## src/rtl/host_pin_defs.vh

```
// constants for the x86-style host pin interface
`ifndef HOST_PIN_DEFS_VH
`define HOST_PIN_DEFS_VH
// register indices on reg_addr (7 bits)
`define ADDR_MODE_A 7'h00
`define ADDR_STATE_A 7'h01
`define ADDR_CMD_A 7'h02
`define ADDR_DATA_A 7'h03
`define ADDR_MODE_B 7'h08
`define ADDR_STATE_B 7'h09
`define ADDR_CMD_B 7'h0a
`define ADDR_DATA_B 7'h0b
`define ADDR_INT_MASK 7'h05
`define ADDR_INT_PEND 7'h04
`define ADDR_OUT_PORT 7'h0e
`define ADDR_PORT_CFG 7'h0d
`define ADDR_PORT_DIR_A 7'h10
`define ADDR_PORT_DIR_B 7'h11
`define ADDR_PORT_IN_A 7'h12
`define ADDR_PORT_IN_B 7'h13
`define ADDR_COS 7'h14
`define ADDR_BAUD_DIV 7'h15
`define ADDR_OUT_PORT_B 7'h16
`define LOW_SPACE_TOP 7'h10
// reset values
`define RST_MODE 8'h13
`define RST_BYTE 8'h00
// command register bits
`define CMD_RX_EN 0
`define CMD_TX_EN 2
`define CMD_LOOP 4
// state register bits
`define ST_RX_RDY 0
`define ST_TX_RDY 2
`define ST_TX_EMPTY 3
// interrupt pending bit positions
`define INT_TX_A 0
`define INT_RX_A 1
`define INT_COS_A 2
`define INT_TX_B 4
`define INT_RX_B 5
`define INT_COS_B 6
`define INT_TIMER 3
`define INT_OVR 7
// port config encodings per pin, two bits
`define PCFG_GPIO 2'h0
`define PCFG_RX_READY_FLAG 2'h1
`define PCFG_TX_READY_FLAG 2'h2
`define PCFG_TMRDY 2'h3
// timing
`define CLK_HZ 125000000
`define BAUD_DEFAULT 9600
`define ACK_EDGES 2
`endif

```

## src/rtl/host_pin_if.v

```verilog
// x86-style host bus port, interrupt, serial and port-pin logic of a dual uart
`include "host_pin_defs.vh"
module host_pin_if #(
	parameter CLK_HZ = `CLK_HZ,
	parameter BAUD = `BAUD_DEFAULT
) (
	// clock and resets
	input wire core_clk,
	input wire arst_n,
	input wire reset_in,
	input wire bus_format,
	// host bus
	input wire select_n,
	input wire write_strobe_n,
	input wire read_strobe_n,
	input wire [6:0] reg_addr,
	input wire [7:0] host_data_in,
	output reg [7:0] host_data_out,
	output reg host_data_oe,
	output reg xfer_ack_n,
	output reg xfer_ack_oe,
	// interrupt, open drain
	output reg irq_out_n,
	output reg irq_oe,
	// serial lines
	input wire rxd_a,
	input wire rxd_b,
	output reg txd_a,
	output reg txd_b,
	// port pins
	input wire [7:0] port_a_in,
	output reg [7:0] port_a_out,
	output reg [7:0] port_a_oe,
	input wire [7:0] port_b_in,
	output reg [7:0] port_b_out,
	output reg [7:0] port_b_oe
);
	localparam integer DIV_FULL = CLK_HZ / BAUD;
	localparam [15:0] BAUD_DIV = DIV_FULL[15:0];
	// bus states, one hot
	localparam [3:0] S_IDLE = 4'h1;
	localparam [3:0] S_WAIT = 4'h2;
	localparam [3:0] S_ACC = 4'h4;
	localparam [3:0] S_DONE = 4'h8;

	function low_space;
		input [6:0] a;
		begin
			low_space = (a < `LOW_SPACE_TOP);
		end
	endfunction

	// --------------------------------------------------------
	// synchronisers
	// --------------------------------------------------------
	reg [2:0] sel_s1, sel_s2;
	reg [1:0] rx_s1, rx_s2;
	reg [15:0] pin_s1, pin_s2, pin_prev;
	reg rst_s1, rst_s2, fmt_s1, fmt_s2, fmt_r;
	always @(posedge core_clk or negedge arst_n)
	begin
		if (!arst_n)
		begin
			sel_s1 <= 3'h7;
			sel_s2 <= 3'h7;
			rx_s1 <= 2'h3;
			rx_s2 <= 2'h3;
			pin_s1 <= 16'h0000;
			pin_s2 <= 16'h0000;
			pin_prev <= 16'h0000;
			rst_s1 <= 1'b1;
			rst_s2 <= 1'b1;
			fmt_s1 <= 1'b1;
			fmt_s2 <= 1'b1;
			fmt_r <= 1'b1;
		end
		else
		begin
			sel_s1 <= {select_n, write_strobe_n, read_strobe_n};
			sel_s2 <= sel_s1;
			rx_s1 <= {rxd_b, rxd_a};
			rx_s2 <= rx_s1;
			pin_s1 <= {port_b_in, port_a_in};
			pin_s2 <= pin_s1;
			pin_prev <= pin_s2;
			rst_s1 <= reset_in;
			rst_s2 <= rst_s1;
			fmt_s1 <= bus_format;
			fmt_s2 <= fmt_s1;
			fmt_r <= fmt_s2;
		end
	end
	// only the x86 format is built; the 68k format leaves the port idle
	wire x86 = fmt_r;
	wire soft_rst = rst_s2 & x86;
	wire sel = ~sel_s2[2] & x86;
	wire wr = ~sel_s2[1];
	wire rd = ~sel_s2[0];

	// --------------------------------------------------------
	// registers
	// --------------------------------------------------------
	reg [7:0] mode_a_r [0:1];
	reg [7:0] mode_b_r [0:1];
	reg mptr_a_r, mptr_b_r;
	reg [7:0] cmd_a_r, cmd_b_r, imask_r, ipend_r, out_port_r, out_port_b_r, port_cfg_r;
	reg [7:0] dir_a_r, dir_b_r, cos_r, rx_data_a_r, rx_data_b_r;
	reg [15:0] baud_div_r;
	reg [3:0] bus_st_r;
	reg [6:0] addr_r;
	reg [7:0] wdata_r;
	reg rx_rdy_a_r, rx_rdy_b_r, tx_busy_a_r, tx_busy_b_r, ovr_a_r, ovr_b_r;
	reg [7:0] tx_hold_a_r, tx_hold_b_r;
	reg tx_load_a_r, tx_load_b_r;
	reg rd_data_a, rd_data_b;

	// address capture and write commit
	wire commit_wr = (bus_st_r == S_ACC) & ~wr & ~rd;
	reg [7:0] rdata_nxt;
	always @*
	begin
		rdata_nxt = 8'h00;
		case (addr_r)
			`ADDR_MODE_A: rdata_nxt = mode_a_r[mptr_a_r];
			`ADDR_MODE_B: rdata_nxt = mode_b_r[mptr_b_r];
			`ADDR_STATE_A: rdata_nxt = {ovr_a_r, 4'h0, ~tx_busy_a_r, ~tx_load_a_r, rx_rdy_a_r};
			`ADDR_STATE_B: rdata_nxt = {ovr_b_r, 4'h0, ~tx_busy_b_r, ~tx_load_b_r, rx_rdy_b_r};
			`ADDR_DATA_A: rdata_nxt = rx_data_a_r;
			`ADDR_DATA_B: rdata_nxt = rx_data_b_r;
			`ADDR_INT_MASK: rdata_nxt = imask_r;
			`ADDR_INT_PEND: rdata_nxt = ipend_r;
			`ADDR_OUT_PORT: rdata_nxt = out_port_r;
			`ADDR_PORT_CFG: rdata_nxt = port_cfg_r;
			`ADDR_PORT_DIR_A: rdata_nxt = dir_a_r;
			`ADDR_PORT_DIR_B: rdata_nxt = dir_b_r;
			`ADDR_PORT_IN_A: rdata_nxt = pin_s2[7:0];
			`ADDR_PORT_IN_B: rdata_nxt = pin_s2[15:8];
			`ADDR_COS: rdata_nxt = cos_r;
			`ADDR_BAUD_DIV: rdata_nxt = baud_div_r[7:0];
			`ADDR_OUT_PORT_B: rdata_nxt = out_port_b_r;
			default: rdata_nxt = 8'h00;
		endcase
	end

	// --------------------------------------------------------
	// bus sequencer
	// --------------------------------------------------------
	reg rd_active_r;
	always @(posedge core_clk or negedge arst_n)
	begin
		if (!arst_n)
		begin
			bus_st_r <= S_IDLE;
			addr_r <= 7'h00;
			wdata_r <= 8'h00;
			rd_active_r <= 1'b0;
			host_data_out <= 8'h00;
			host_data_oe <= 1'b0;
			xfer_ack_n <= 1'b1;
			xfer_ack_oe <= 1'b0;
			rd_data_a <= 1'b0;
			rd_data_b <= 1'b0;
		end
		else
		begin
			rd_data_a <= 1'b0;
			rd_data_b <= 1'b0;
			host_data_oe <= sel & rd_active_r;
			xfer_ack_oe <= sel;
			case (bus_st_r)
				S_IDLE:
				begin
					xfer_ack_n <= 1'b1;
					rd_active_r <= 1'b0;
					if (sel)
						bus_st_r <= S_WAIT;
				end
				S_WAIT:
				begin
					// second edge after select: access may start
					if (!sel)
						bus_st_r <= S_IDLE;
					else if (wr | rd)
					begin
						addr_r <= reg_addr;
						bus_st_r <= S_ACC;
					end
				end
				S_ACC:
				begin
					addr_r <= reg_addr;
					xfer_ack_n <= 1'b0;
					if (rd)
					begin
						rd_active_r <= 1'b1;
						host_data_out <= rdata_nxt;
					end
					if (wr)
						wdata_r <= host_data_in;
					if (~wr & ~rd)
					begin
						bus_st_r <= S_DONE;
						rd_data_a <= rd_active_r & (addr_r == `ADDR_DATA_A);
						rd_data_b <= rd_active_r & (addr_r == `ADDR_DATA_B);
					end
				end
				S_DONE:
				begin
					rd_active_r <= 1'b0;
					xfer_ack_n <= 1'b1;
					bus_st_r <= sel ? S_WAIT : S_IDLE;
				end
				default: bus_st_r <= S_IDLE;
			endcase
		end
	end
	// write commits on rising strobe: data latched while low
	wire do_wr = commit_wr & ~rd_active_r;

	// --------------------------------------------------------
	// register file
	// --------------------------------------------------------
	wire [7:0] ev_nxt;
	always @(posedge core_clk or negedge arst_n)
	begin
		if (!arst_n)
		begin
			mode_a_r[0] <= `RST_MODE;
			mode_a_r[1] <= `RST_BYTE;
			mode_b_r[0] <= `RST_MODE;
			mode_b_r[1] <= `RST_BYTE;
			mptr_a_r <= 1'b0;
			mptr_b_r <= 1'b0;
			cmd_a_r <= 8'h00;
			cmd_b_r <= 8'h00;
			imask_r <= 8'h00;
			ipend_r <= 8'h00;
			out_port_r <= 8'h00;
			out_port_b_r <= 8'h00;
			port_cfg_r <= 8'h00;
			dir_a_r <= 8'h00;
			dir_b_r <= 8'h00;
			cos_r <= 8'h00;
			baud_div_r <= BAUD_DIV;
			tx_hold_a_r <= 8'h00;
			tx_hold_b_r <= 8'h00;
			tx_load_a_r <= 1'b0;
			tx_load_b_r <= 1'b0;
		end
		else if (soft_rst)
		begin
			mptr_a_r <= 1'b0;
			mptr_b_r <= 1'b0;
			mode_a_r[0] <= `RST_MODE;
			mode_b_r[0] <= `RST_MODE;
			baud_div_r <= BAUD_DIV;
			cmd_a_r <= 8'h00;
			cmd_b_r <= 8'h00;
			imask_r <= 8'h00;
			ipend_r <= 8'h00;
			out_port_r <= 8'h00;
			out_port_b_r <= 8'h00;
			port_cfg_r <= 8'h00;
			dir_a_r <= 8'h00;
			dir_b_r <= 8'h00;
			cos_r <= 8'h00;
			tx_load_a_r <= 1'b0;
			tx_load_b_r <= 1'b0;
		end
		else
		begin
			// set wins over write-one-to-clear
			ipend_r <= (ipend_r & ~((do_wr && addr_r == `ADDR_INT_PEND) ? wdata_r : 8'h00))
				| ev_nxt;
			cos_r <= (cos_r & ~((do_wr && addr_r == `ADDR_COS) ? wdata_r : 8'h00))
				| (pin_s2[7:0] ^ pin_prev[7:0]) | (pin_s2[15:8] ^ pin_prev[15:8]);
			if (tx_busy_a_r)
				tx_load_a_r <= 1'b0;
			if (tx_busy_b_r)
				tx_load_b_r <= 1'b0;
			if (do_wr)
			begin
				case (addr_r)
					`ADDR_MODE_A:
					begin
						mode_a_r[mptr_a_r] <= wdata_r;
						mptr_a_r <= 1'b1;
					end
					`ADDR_MODE_B:
					begin
						mode_b_r[mptr_b_r] <= wdata_r;
						mptr_b_r <= 1'b1;
					end
					`ADDR_CMD_A: cmd_a_r <= wdata_r;
					`ADDR_CMD_B: cmd_b_r <= wdata_r;
					`ADDR_DATA_A:
					begin
						tx_hold_a_r <= wdata_r;
						tx_load_a_r <= cmd_a_r[`CMD_TX_EN];
					end
					`ADDR_DATA_B:
					begin
						tx_hold_b_r <= wdata_r;
						tx_load_b_r <= cmd_b_r[`CMD_TX_EN];
					end
					`ADDR_INT_MASK: imask_r <= wdata_r;
					`ADDR_OUT_PORT: out_port_r <= wdata_r;
					`ADDR_OUT_PORT_B: out_port_b_r <= wdata_r;
					`ADDR_PORT_CFG: port_cfg_r <= wdata_r;
					`ADDR_PORT_DIR_A: dir_a_r <= wdata_r;
					`ADDR_PORT_DIR_B: dir_b_r <= wdata_r;
					`ADDR_BAUD_DIV: baud_div_r <= {8'h00, wdata_r};
					default: ;
				endcase
			end
		end
	end

	// --------------------------------------------------------
	// serial channels
	// --------------------------------------------------------
	reg [15:0] tcnt_a, tcnt_b, rcnt_a, rcnt_b, tmr_r;
	reg [3:0] tbit_a, tbit_b, rbit_a, rbit_b;
	reg [8:0] tsh_a, tsh_b;
	reg [7:0] rsh_a, rsh_b;
	reg rbusy_a, rbusy_b;
	wire tick_tmr = (tmr_r == 16'h0000) & cmd_a_r[`CMD_RX_EN];
	assign ev_nxt = {ovr_a_r | ovr_b_r, cos_r[7:4] != 4'h0, rx_rdy_b_r, ~tx_busy_b_r & ~tx_load_b_r
		& cmd_b_r[`CMD_TX_EN], tick_tmr, cos_r[3:0] != 4'h0, rx_rdy_a_r,
		~tx_busy_a_r & ~tx_load_a_r & cmd_a_r[`CMD_TX_EN]};
	always @(posedge core_clk or negedge arst_n)
	begin
		if (!arst_n)
		begin
			{tcnt_a, tcnt_b, rcnt_a, rcnt_b, tmr_r} <= {5{16'h0000}};
			{tbit_a, tbit_b, rbit_a, rbit_b} <= 16'h0000;
			{tsh_a, tsh_b} <= 18'h00000;
			{rsh_a, rsh_b, rx_data_a_r, rx_data_b_r} <= 32'h00000000;
			{rbusy_a, rbusy_b, tx_busy_a_r, tx_busy_b_r} <= 4'h0;
			{rx_rdy_a_r, rx_rdy_b_r, ovr_a_r, ovr_b_r} <= 4'h0;
			txd_a <= 1'b1;
			txd_b <= 1'b1;
		end
		else if (soft_rst)
		begin
			tmr_r <= 16'h0000;
			{tx_busy_a_r, tx_busy_b_r, rbusy_a, rbusy_b} <= 4'h0;
			{rx_rdy_a_r, rx_rdy_b_r, ovr_a_r, ovr_b_r} <= 4'h0;
			txd_a <= 1'b1;
			txd_b <= 1'b1;
		end
		else
		begin
			tmr_r <= (tmr_r == 16'h0000) ? baud_div_r : tmr_r - 16'h0001;
			// transmitter a
			if (!tx_busy_a_r)
			begin
				txd_a <= 1'b1;
				if (tx_load_a_r && !cmd_a_r[`CMD_LOOP])
				begin
					tsh_a <= {tx_hold_a_r, 1'b0};
					tx_busy_a_r <= 1'b1;
					tbit_a <= 4'h0;
					tcnt_a <= baud_div_r;
				end
			end
			else if (tcnt_a == 16'h0000)
			begin
				txd_a <= (tbit_a == 4'h9) ? 1'b1 : tsh_a[0];
				tsh_a <= {1'b1, tsh_a[8:1]};
				tcnt_a <= baud_div_r;
				tbit_a <= tbit_a + 4'h1;
				if (tbit_a == 4'h9)
					tx_busy_a_r <= 1'b0;
			end
			else
				tcnt_a <= tcnt_a - 16'h0001;
			// transmitter b
			if (!tx_busy_b_r)
			begin
				txd_b <= 1'b1;
				if (tx_load_b_r && !cmd_b_r[`CMD_LOOP])
				begin
					tsh_b <= {tx_hold_b_r, 1'b0};
					tx_busy_b_r <= 1'b1;
					tbit_b <= 4'h0;
					tcnt_b <= baud_div_r;
				end
			end
			else if (tcnt_b == 16'h0000)
			begin
				txd_b <= (tbit_b == 4'h9) ? 1'b1 : tsh_b[0];
				tsh_b <= {1'b1, tsh_b[8:1]};
				tcnt_b <= baud_div_r;
				tbit_b <= tbit_b + 4'h1;
				if (tbit_b == 4'h9)
					tx_busy_b_r <= 1'b0;
			end
			else
				tcnt_b <= tcnt_b - 16'h0001;
			// receiver a: low is space, start bit
			if (rd_data_a)
				rx_rdy_a_r <= 1'b0;
			if (!rbusy_a)
			begin
				if (cmd_a_r[`CMD_RX_EN] && !rx_s2[0])
				begin
					rbusy_a <= 1'b1;
					rbit_a <= 4'h0;
					rcnt_a <= {1'b0, baud_div_r[15:1]};
				end
			end
			else if (rcnt_a == 16'h0000)
			begin
				rcnt_a <= baud_div_r;
				rbit_a <= rbit_a + 4'h1;
				if (rbit_a != 4'h0 && rbit_a != 4'h9)
					rsh_a <= {rx_s2[0], rsh_a[7:1]};
				if (rbit_a == 4'h9)
				begin
					rbusy_a <= 1'b0;
					rx_data_a_r <= rsh_a;
					rx_rdy_a_r <= 1'b1;
					ovr_a_r <= ovr_a_r | (rx_rdy_a_r & ~rd_data_a);
				end
			end
			else
				rcnt_a <= rcnt_a - 16'h0001;
			// receiver b
			if (rd_data_b)
				rx_rdy_b_r <= 1'b0;
			if (!rbusy_b)
			begin
				if (cmd_b_r[`CMD_RX_EN] && !rx_s2[1])
				begin
					rbusy_b <= 1'b1;
					rbit_b <= 4'h0;
					rcnt_b <= {1'b0, baud_div_r[15:1]};
				end
			end
			else if (rcnt_b == 16'h0000)
			begin
				rcnt_b <= baud_div_r;
				rbit_b <= rbit_b + 4'h1;
				if (rbit_b != 4'h0 && rbit_b != 4'h9)
					rsh_b <= {rx_s2[1], rsh_b[7:1]};
				if (rbit_b == 4'h9)
				begin
					rbusy_b <= 1'b0;
					rx_data_b_r <= rsh_b;
					rx_rdy_b_r <= 1'b1;
					ovr_b_r <= ovr_b_r | (rx_rdy_b_r & ~rd_data_b);
				end
			end
			else
				rcnt_b <= rcnt_b - 16'h0001;
		end
	end

	// --------------------------------------------------------
	// port pins and interrupt output
	// --------------------------------------------------------
	// port_cfg_r[1:0] picks the function of pin 0 of port a, port_cfg_r[3:2] of port b, others are plain gpio
	wire [1:0] fn_a = port_cfg_r[1:0];
	wire [1:0] fn_b = port_cfg_r[3:2];
	wire rdy_a = (fn_a == `PCFG_RX_READY_FLAG) ? rx_rdy_a_r : (fn_a == `PCFG_TX_READY_FLAG) ? ~tx_busy_a_r :
		tick_tmr;
	wire rdy_b = (fn_b == `PCFG_RX_READY_FLAG) ? rx_rdy_b_r : (fn_b == `PCFG_TX_READY_FLAG) ? ~tx_busy_b_r :
		tick_tmr;
	wire lo_a = low_space(addr_r);
	always @(posedge core_clk or negedge arst_n)
	begin
		if (!arst_n)
		begin
			port_a_out <= 8'h00;
			port_a_oe <= 8'h00;
			port_b_out <= 8'h00;
			port_b_oe <= 8'h00;
			irq_out_n <= 1'b0;
			irq_oe <= 1'b0;
		end
		else
		begin
			irq_out_n <= 1'b0;
			irq_oe <= ((ipend_r & imask_r) != 8'h00) & ~soft_rst;
			port_a_out <= out_port_r;
			port_b_out <= out_port_b_r;
			if (soft_rst || (lo_a && bus_st_r == S_ACC))
				port_a_oe <= 8'h00;
			else if (fn_a != `PCFG_GPIO)
			begin
				port_a_out <= {out_port_r[7:1], 1'b0};
				port_a_oe <= {dir_a_r[7:1], ~rdy_a};
			end
			else
				port_a_oe <= dir_a_r;
			if (soft_rst)
				port_b_oe <= 8'h00;
			else if (lo_a && bus_st_r == S_ACC)
				port_b_oe <= 8'hff;
			else if (fn_b != `PCFG_GPIO)
			begin
				port_b_out <= {out_port_b_r[7:1], 1'b0};
				port_b_oe <= {dir_b_r[7:1], ~rdy_b};
			end
			else
				port_b_oe <= dir_b_r;
		end
	end
endmodule // host_pin_if

```

## config.mk

```make
export PLATFORM = sky130hd
export DESIGN_NAME = host_pin_if
export DESIGN_NICKNAME = d
export VERILOG_FILES = /design/src/rtl/host_pin_if.v
export VERILOG_INCLUDE_DIRS = /design/src /design/src/rtl
export SDC_FILE = /design/constraint.sdc
export NUM_CORES = 1
export LEC_CHECK = 0
export ABC_AREA = 1
export BUFFER_PORTS_ARGS = -buffer_cell sky130_fd_sc_hd__buf_2
export CAP_MARGIN = 20
export CORE_MARGIN = 5
export CORE_UTILIZATION = 62
export CTS_CLUSTER_DIAMETER = 60
export DETAILED_ROUTE_END_ITERATION = 10
export PLACE_DENSITY_LB_ADDON = 0.12
export SLEW_MARGIN = 20
export SYNTH_ARGS = -nofsm -noshare
export SYNTH_HDL_FRONTEND = slang
export SYNTH_SLANG_ARGS = --single-unit
export TNS_END_PERCENT = 10
```

## constraint.sdc

```tcl
create_clock -name core_clk -period 2.3 [get_ports core_clk]
set_input_delay 0.115 -clock core_clk [delete_from_list [all_inputs] [get_ports core_clk]]
set_output_delay 0.115 -clock core_clk [all_outputs]
set_load 0.005 [all_outputs]
```

* After elaboration in Yosys (flattened, before gate mapping)
Cells that the tools add are included. Widths: inputs -> output; s select.
Operators by class: $add $sub $neg 9, $mul 0, divide/modulo/power cells 0, order comparisons 5, equal/unequal tests 44, shifts and indexed selects 0, multiplexer cells 172, bitwise logic cells 46, reduce and logical (&&, ||, !) cells 88
Operators with widths (count):
- $mux 16 | 21
- $mux 8 | 35
- $pmux 8 s17 | 1
- $logic_not 16->1 | 5
- $sub 16x1->16 const B | 5
- $mux 1 | 76
- $mux 4 | 16
- $mux 9 | 6
- $reduce_bool 2->1 | 26
- $eq 7x5->1 const B | 7
- $eq 7x4->1 const B | 6
- $reduce_and 2->1 | 18
- $reduce_and 3->1 | 12
- $bwmux 16 | 2
- $mux 5 | 6
- $and 8x8->8 | 3
- $or 8x8->8 | 3
- $eq 4x4->1 const B | 5
- $and 1x1->1 | 17
- $add 4x1->4 const B | 4
- $demux 8 s1 | 2
- $not 8->8 | 2
- $pmux 4 s4 | 1
- $reduce_and 4->1 | 4
- other kinds (31) | 81
Word-level totals: register bits after elaboration 427, latch bits 0, RAM bits 0, bits in read-only memories 0, bits of input ports 40, output and inout port bits 47, logic and storage cells 437, memories kept 0

* Depth between registers and ports, before layout
depth in word-level cells 11, depth in mapped cells 12, gate-level depth less buffers 11

* Worst setup path before layout
OpenSTA, ideal clock, no wires.
path type register to register, start point register sel_s2[0], end point register tx_hold_b_r[6], data arrival time 1523 ps, setup slack 655 ps, stages on the path, launching flop included 10, period minus slack after synthesis 1645 ps, path through dfstp_2 > nand2_1 > nor2_8 > nand2_4 > inv_4 > buf_6 > nand3_4 > buf_6 > nand2_1 > o21ai_2
On the way: longest elaborated chain between the ends 3
Ends and longest elaborated chain:
- from (decl) | RTL line host_pin_if.v:56 | reg [2:0] sel_s1, sel_s2;
- from (signal assigned) | RTL line host_pin_if.v:80 | sel_s2 <= sel_s1;
- $and 1x1->1 | RTL line host_pin_if.v:118 | wire commit_wr = (bus_st_r == S_ACC) & ~wr & ~rd;
- $and 1x1->1 | RTL line host_pin_if.v:218 | wire do_wr = commit_wr & ~rd_active_r;
- $reduce_and 3->1 (no line)
- to (signal assigned) | RTL line host_pin_if.v:303 | tx_hold_b_r <= wdata_r;
- to (decl) | RTL line host_pin_if.v:113 | reg [7:0] tx_hold_a_r, tx_hold_b_r;
Every way passes these cells. A chain may end at the register's enable or synchronous reset.

* Final worst setup path
start point register sel_s2[1], end point register baud_div_r[5]
On the way: longest elaborated chain between the ends 5
Ends and longest elaborated chain:
- $and 1x1->1 (2 in series) | RTL line host_pin_if.v:118
- $and 1x1->1 | RTL line host_pin_if.v:218
- $reduce_bool 2->1 (no line)
- $reduce_and 2->1 (no line)
- to (signal assigned) | RTL line host_pin_if.v:312 | `ADDR_BAUD_DIV: baud_div_r <= {8'h00, wdata_r};
- to (decl) | RTL line host_pin_if.v:108 | reg [15:0] baud_div_r;
Every way passes these cells.

==> impl_metrics.py <==
metrics = {
    "logic_synthesis": {
        "synthDistinctLibCells": 60,
        "syn_nets": 2223,
        "ys_seq_elements": 416,
        "synth_top_area_share_pct": 50.5,
        "synth.largest_area_cell": "dfrtp_1",
        "synth_top_family_by_area": "simple AND/OR/NAND/NOR gates",
        "yosys_warnings": 0,
        "synth_xor_area_share_pct": 2.85,
        "avgSynthCellArea_sq_um": 8.82,
        "synthAdderAreaFrac_pct": 1.31,
        "synth-compound-area-share_pct": 13.0,
        "synth_edf_count": 0,
        "muxShareOfSynthArea_pct": 0.479,
        "synth-simple-area-share_pct": 22.0,
        "ys_top_cells_by_area": "dfrtp_1, nand2_1, nor2_1, dfstp_2, o21ai_0",
        "synth-main-ff-cell": "dfrtp_1",
        "synth_area_sq_um": 19100,
        "async_flop_share_pct": 100,
        "yosysSeqAreaShare_pct": 54.8,
        "syn_inst": 2163,
    },
    "cts": {
        "cts_sinks": 416,
        "cts_tree": "built",
        "clk_pin_slew_ns": 0.06,
        "cts_root_buf": "clkbuf_16",
        "clockBufferDepth": 3,
        "htreeDepth": 2,
        "cts_buffers": 44,
        "ctsHoldBuffers": 39,
        "cts_setup_buffers": 0,
        "insertion_delay_ns": 0.54,
        "ctsResizeCount": 0,
    },
    "setup_path": {
        "critPathMaxStageDelay_ns": 0.54,
        "critPathLaunchType": "register",
        "reg2reg_from": "sel_s2[1]$_DFF_PN1_",
        "worst_ep_required_time_ns": 2.70,
        "critPathKind": "reg -> reg",
        "startpoint": "sel_s2[1]$_DFF_PN1_",
        "crit_chain": "nand2_1 > nor2_8 > nand2_4 > inv_4 > nand2_1 > nand2_1 > inv_1 > nand2_1 > o21ai_0",
        "arrival_ns": 2.47,
        "path_max_fanout": 15,
        "crit_path_end_kind": "register",
        "crit_top_cell": "nand2_1",
        "cp_slowest_cell": "dfstp_2",
    },
    "grt": {
        "grt_max_degree": 70,
        "gr-total-overflow": 0,
        "grt_pass1_wl_um": 83200,
        "grt_pass1_vias": 15300,
        "antenna_found_initial": 2,
        "track_usage_pct": 31.1,
    },
    "routing": {
        "wl_per_cell_um": 19.2,
        "dr.first_iter.drc_count": 1647,
        "num_vias": 15700,
        "dr.pass1.iters": 6,
        "drc": 0,
        "totalWireLength_um": 52700,
        "avgViaCountPerCell": 5.73,
        "ant_nets": 0,
    },
    "sta": {
        "finalCritPeriodShare_pct": 90.2,
        "rsz0062_at_grt": "false",
        "finalHoldViolCount": 0,
        "period_minus_slack_ns": 2.07,
        "worst_pin_slew_ns": 0.874,
        "drv_slew": 0,
        "maxSlewHeadroom_pct": 41.7,
        "max_freq_mhz": 482,
        "tns_ns": 0,
        "clock_skew_ns": 0.0189,
        "setup_viol": 0,
    },
    "finish": {
        "n_antenna_cell": 0,
        "fillCellCount": 2296,
        "ff_latch_area_sq_um": 10400,
        "postLayoutCellArea_sq_um": 21900,
        "multi_input_comb_area_sq_um": 7560,
        "syn_to_final_growth_pct": 15.0,
        "nets": 2378,
        "final_core_utilization_pct": 71.9,
        "drive_gt1_share_pct": 14.4,
    },
    "power": {
        "fin_total_pwr_mw": 20.4,
        "vdd_drop_max_mv": 0.856,
        "power_density_nw_per_um2": 931,
        "power.leakage_nw": 10.6,
    },
    "floorplan": {
        "die_area_sq_um": 34400,
        "rows": 64,
        "die_w_um": 185,
        "core_area_sq_um": 30500,
        "io_pins": 87,
        "start_util_pct": 62.5,
        "die_h_um": 185,
    },
    "place": {
        "hpwl_um": 37100,
        "placedInstanceArea_sq_um": 20100,
        "port_buffers": 85,
        "gp_congestion": 1.00,
    },
    "run_status": {
        "status": "completed",
    },
    "flow_run": {
        "cap_violations": 0,
    },
    "min_path": {
        "min_path_type": "in -> async",
    },
}
## state kept, by name, indices dropped and copies added (netlist names), 9 cells and up
signal,flops
baud_div_r,9
mode_a_r,16
mode_b_r,16
pin_prev,16
pin_s1,16
pin_s2,16
rcnt_a,16
rcnt_b,16
tcnt_a,16
tcnt_b,16
tmr_r,16
tsh_a,9
tsh_b,9
## final timing paths
path	to	slack, ns	cells after the start
max	baud_div_r[5]$_DFFE_PN0P_	0.23	9
min	tcnt_b[12]$_DFFE_PN0P_	0.14	2
max reg2reg	baud_div_r[5]$_DFFE_PN0P_	0.23	9
min reg2reg	pin_s2[3]$_DFF_PN0_	0.35	0
max in group asynchronous	sel_s2[1]$_DFF_PN1_	1.31	3
min in group core_clk	pin_s1[8]$_DFF_PN0_	0.22	2
## metrics by stage
| stage | cells | hold slack [ns] | setup WS [ns] |
|---|---|---|---|
| floorplan | 2163 | -0.181 | 0.655 |
| global placement | 2629 | 0.135 | 0.368 |
| detailed placement | 2629 | 0.135 | 0.278 |
| CTS | 2748 | 0.167 | 0.264 |
| global route | 2748 | 0.191 | 0.0764 |
| finish | 2748 | 0.140 | 0.225 |
## where the power goes
part | total [mW] | internal [mW] | switching, mW
sequential | 9.19 | 8.28 | 0.913
clock | 7.24 | 4.33 | 2.91
combinational | 4.01 | 1.28 | 2.72
## worst max-delay path, delay by kind of cell (launching register included)
kind / cells / cell delay (ns)
AO/OA/AOI/OAI: 1 / 0.09
flip-flops: 1 / 0.54
buffers and inverters: 2 / 0.42
AND/OR/NAND/NOR: 6 / 0.87
## cells in the mapped netlist (26+ instances only)
cell and n:
o21ai_0 154, buf_2 26, xor2_1 37, dfrtp_1 385, dfstp_2 31, inv_1 185
nor2_1 263, nand2_1 480, o21ai_2 30, o21ai_1 67, nand3_1 130, a21oi_1 99
## cell usage in the layout, fill, tap and decap left out, types with 14 or more instances in the layout
cell type / count
o22ai_1: 15
xor2_1: 37
inv_1: 185
dfstp_2: 31
dlygate4sd3_1: 39
buf_4: 33
o21ai_2: 30
ha_1: 20
o21ai_0: 154
buf_2: 84
nand2_1: 480
nor2_2: 15
nand3_1: 130
nand4_1: 14
o31ai_1: 14
a31oi_1: 20
clkbuf_16: 46
a21oi_1: 99
o21ai_1: 67
dfrtp_1: 385
inv_2: 14
xnor2_1: 25
nor3_1: 14
nand2_2: 14
nor2_1: 263
## cell type report
type                            count  share of cell area [%]
Clock buffer                       62                    5.98
Clock inverter                     18                   0.850
Inverter                          203                    3.48
Multi-Input combinational cell   1491                    34.5
Sequential cell                   416                    47.6
Tap cell                          396                    2.26
Timing Repair Buffer              162                    5.35
## metal layers
metal / vias to the layer above / wire (um) / GRT usage, %
met5: - / 0 / 0
met4: 0 / 1730 / 9.37
met3: 115 / 4840 / 5.99
met2: 669 / 24200 / 49.2
met1: 7571 / 21900 / 44.2
li1: 7378 / - / -
## cells by family (layout without fill, tap and decap cells)
kind of cell / count (synthesis) / in the layout
flip-flops: 416 / 416
AO/OA/AOI/OAI: 431 / 431
XOR/XNOR: 62 / 62
buffers and inverters: 256 / 445
AND/OR/NAND/NOR: 968 / 968
other: 1 / 1
adder cells (fa/ha/maj): 20 / 20
multiplexers: 9 / 9
Power figures use the tool's default switching activity.
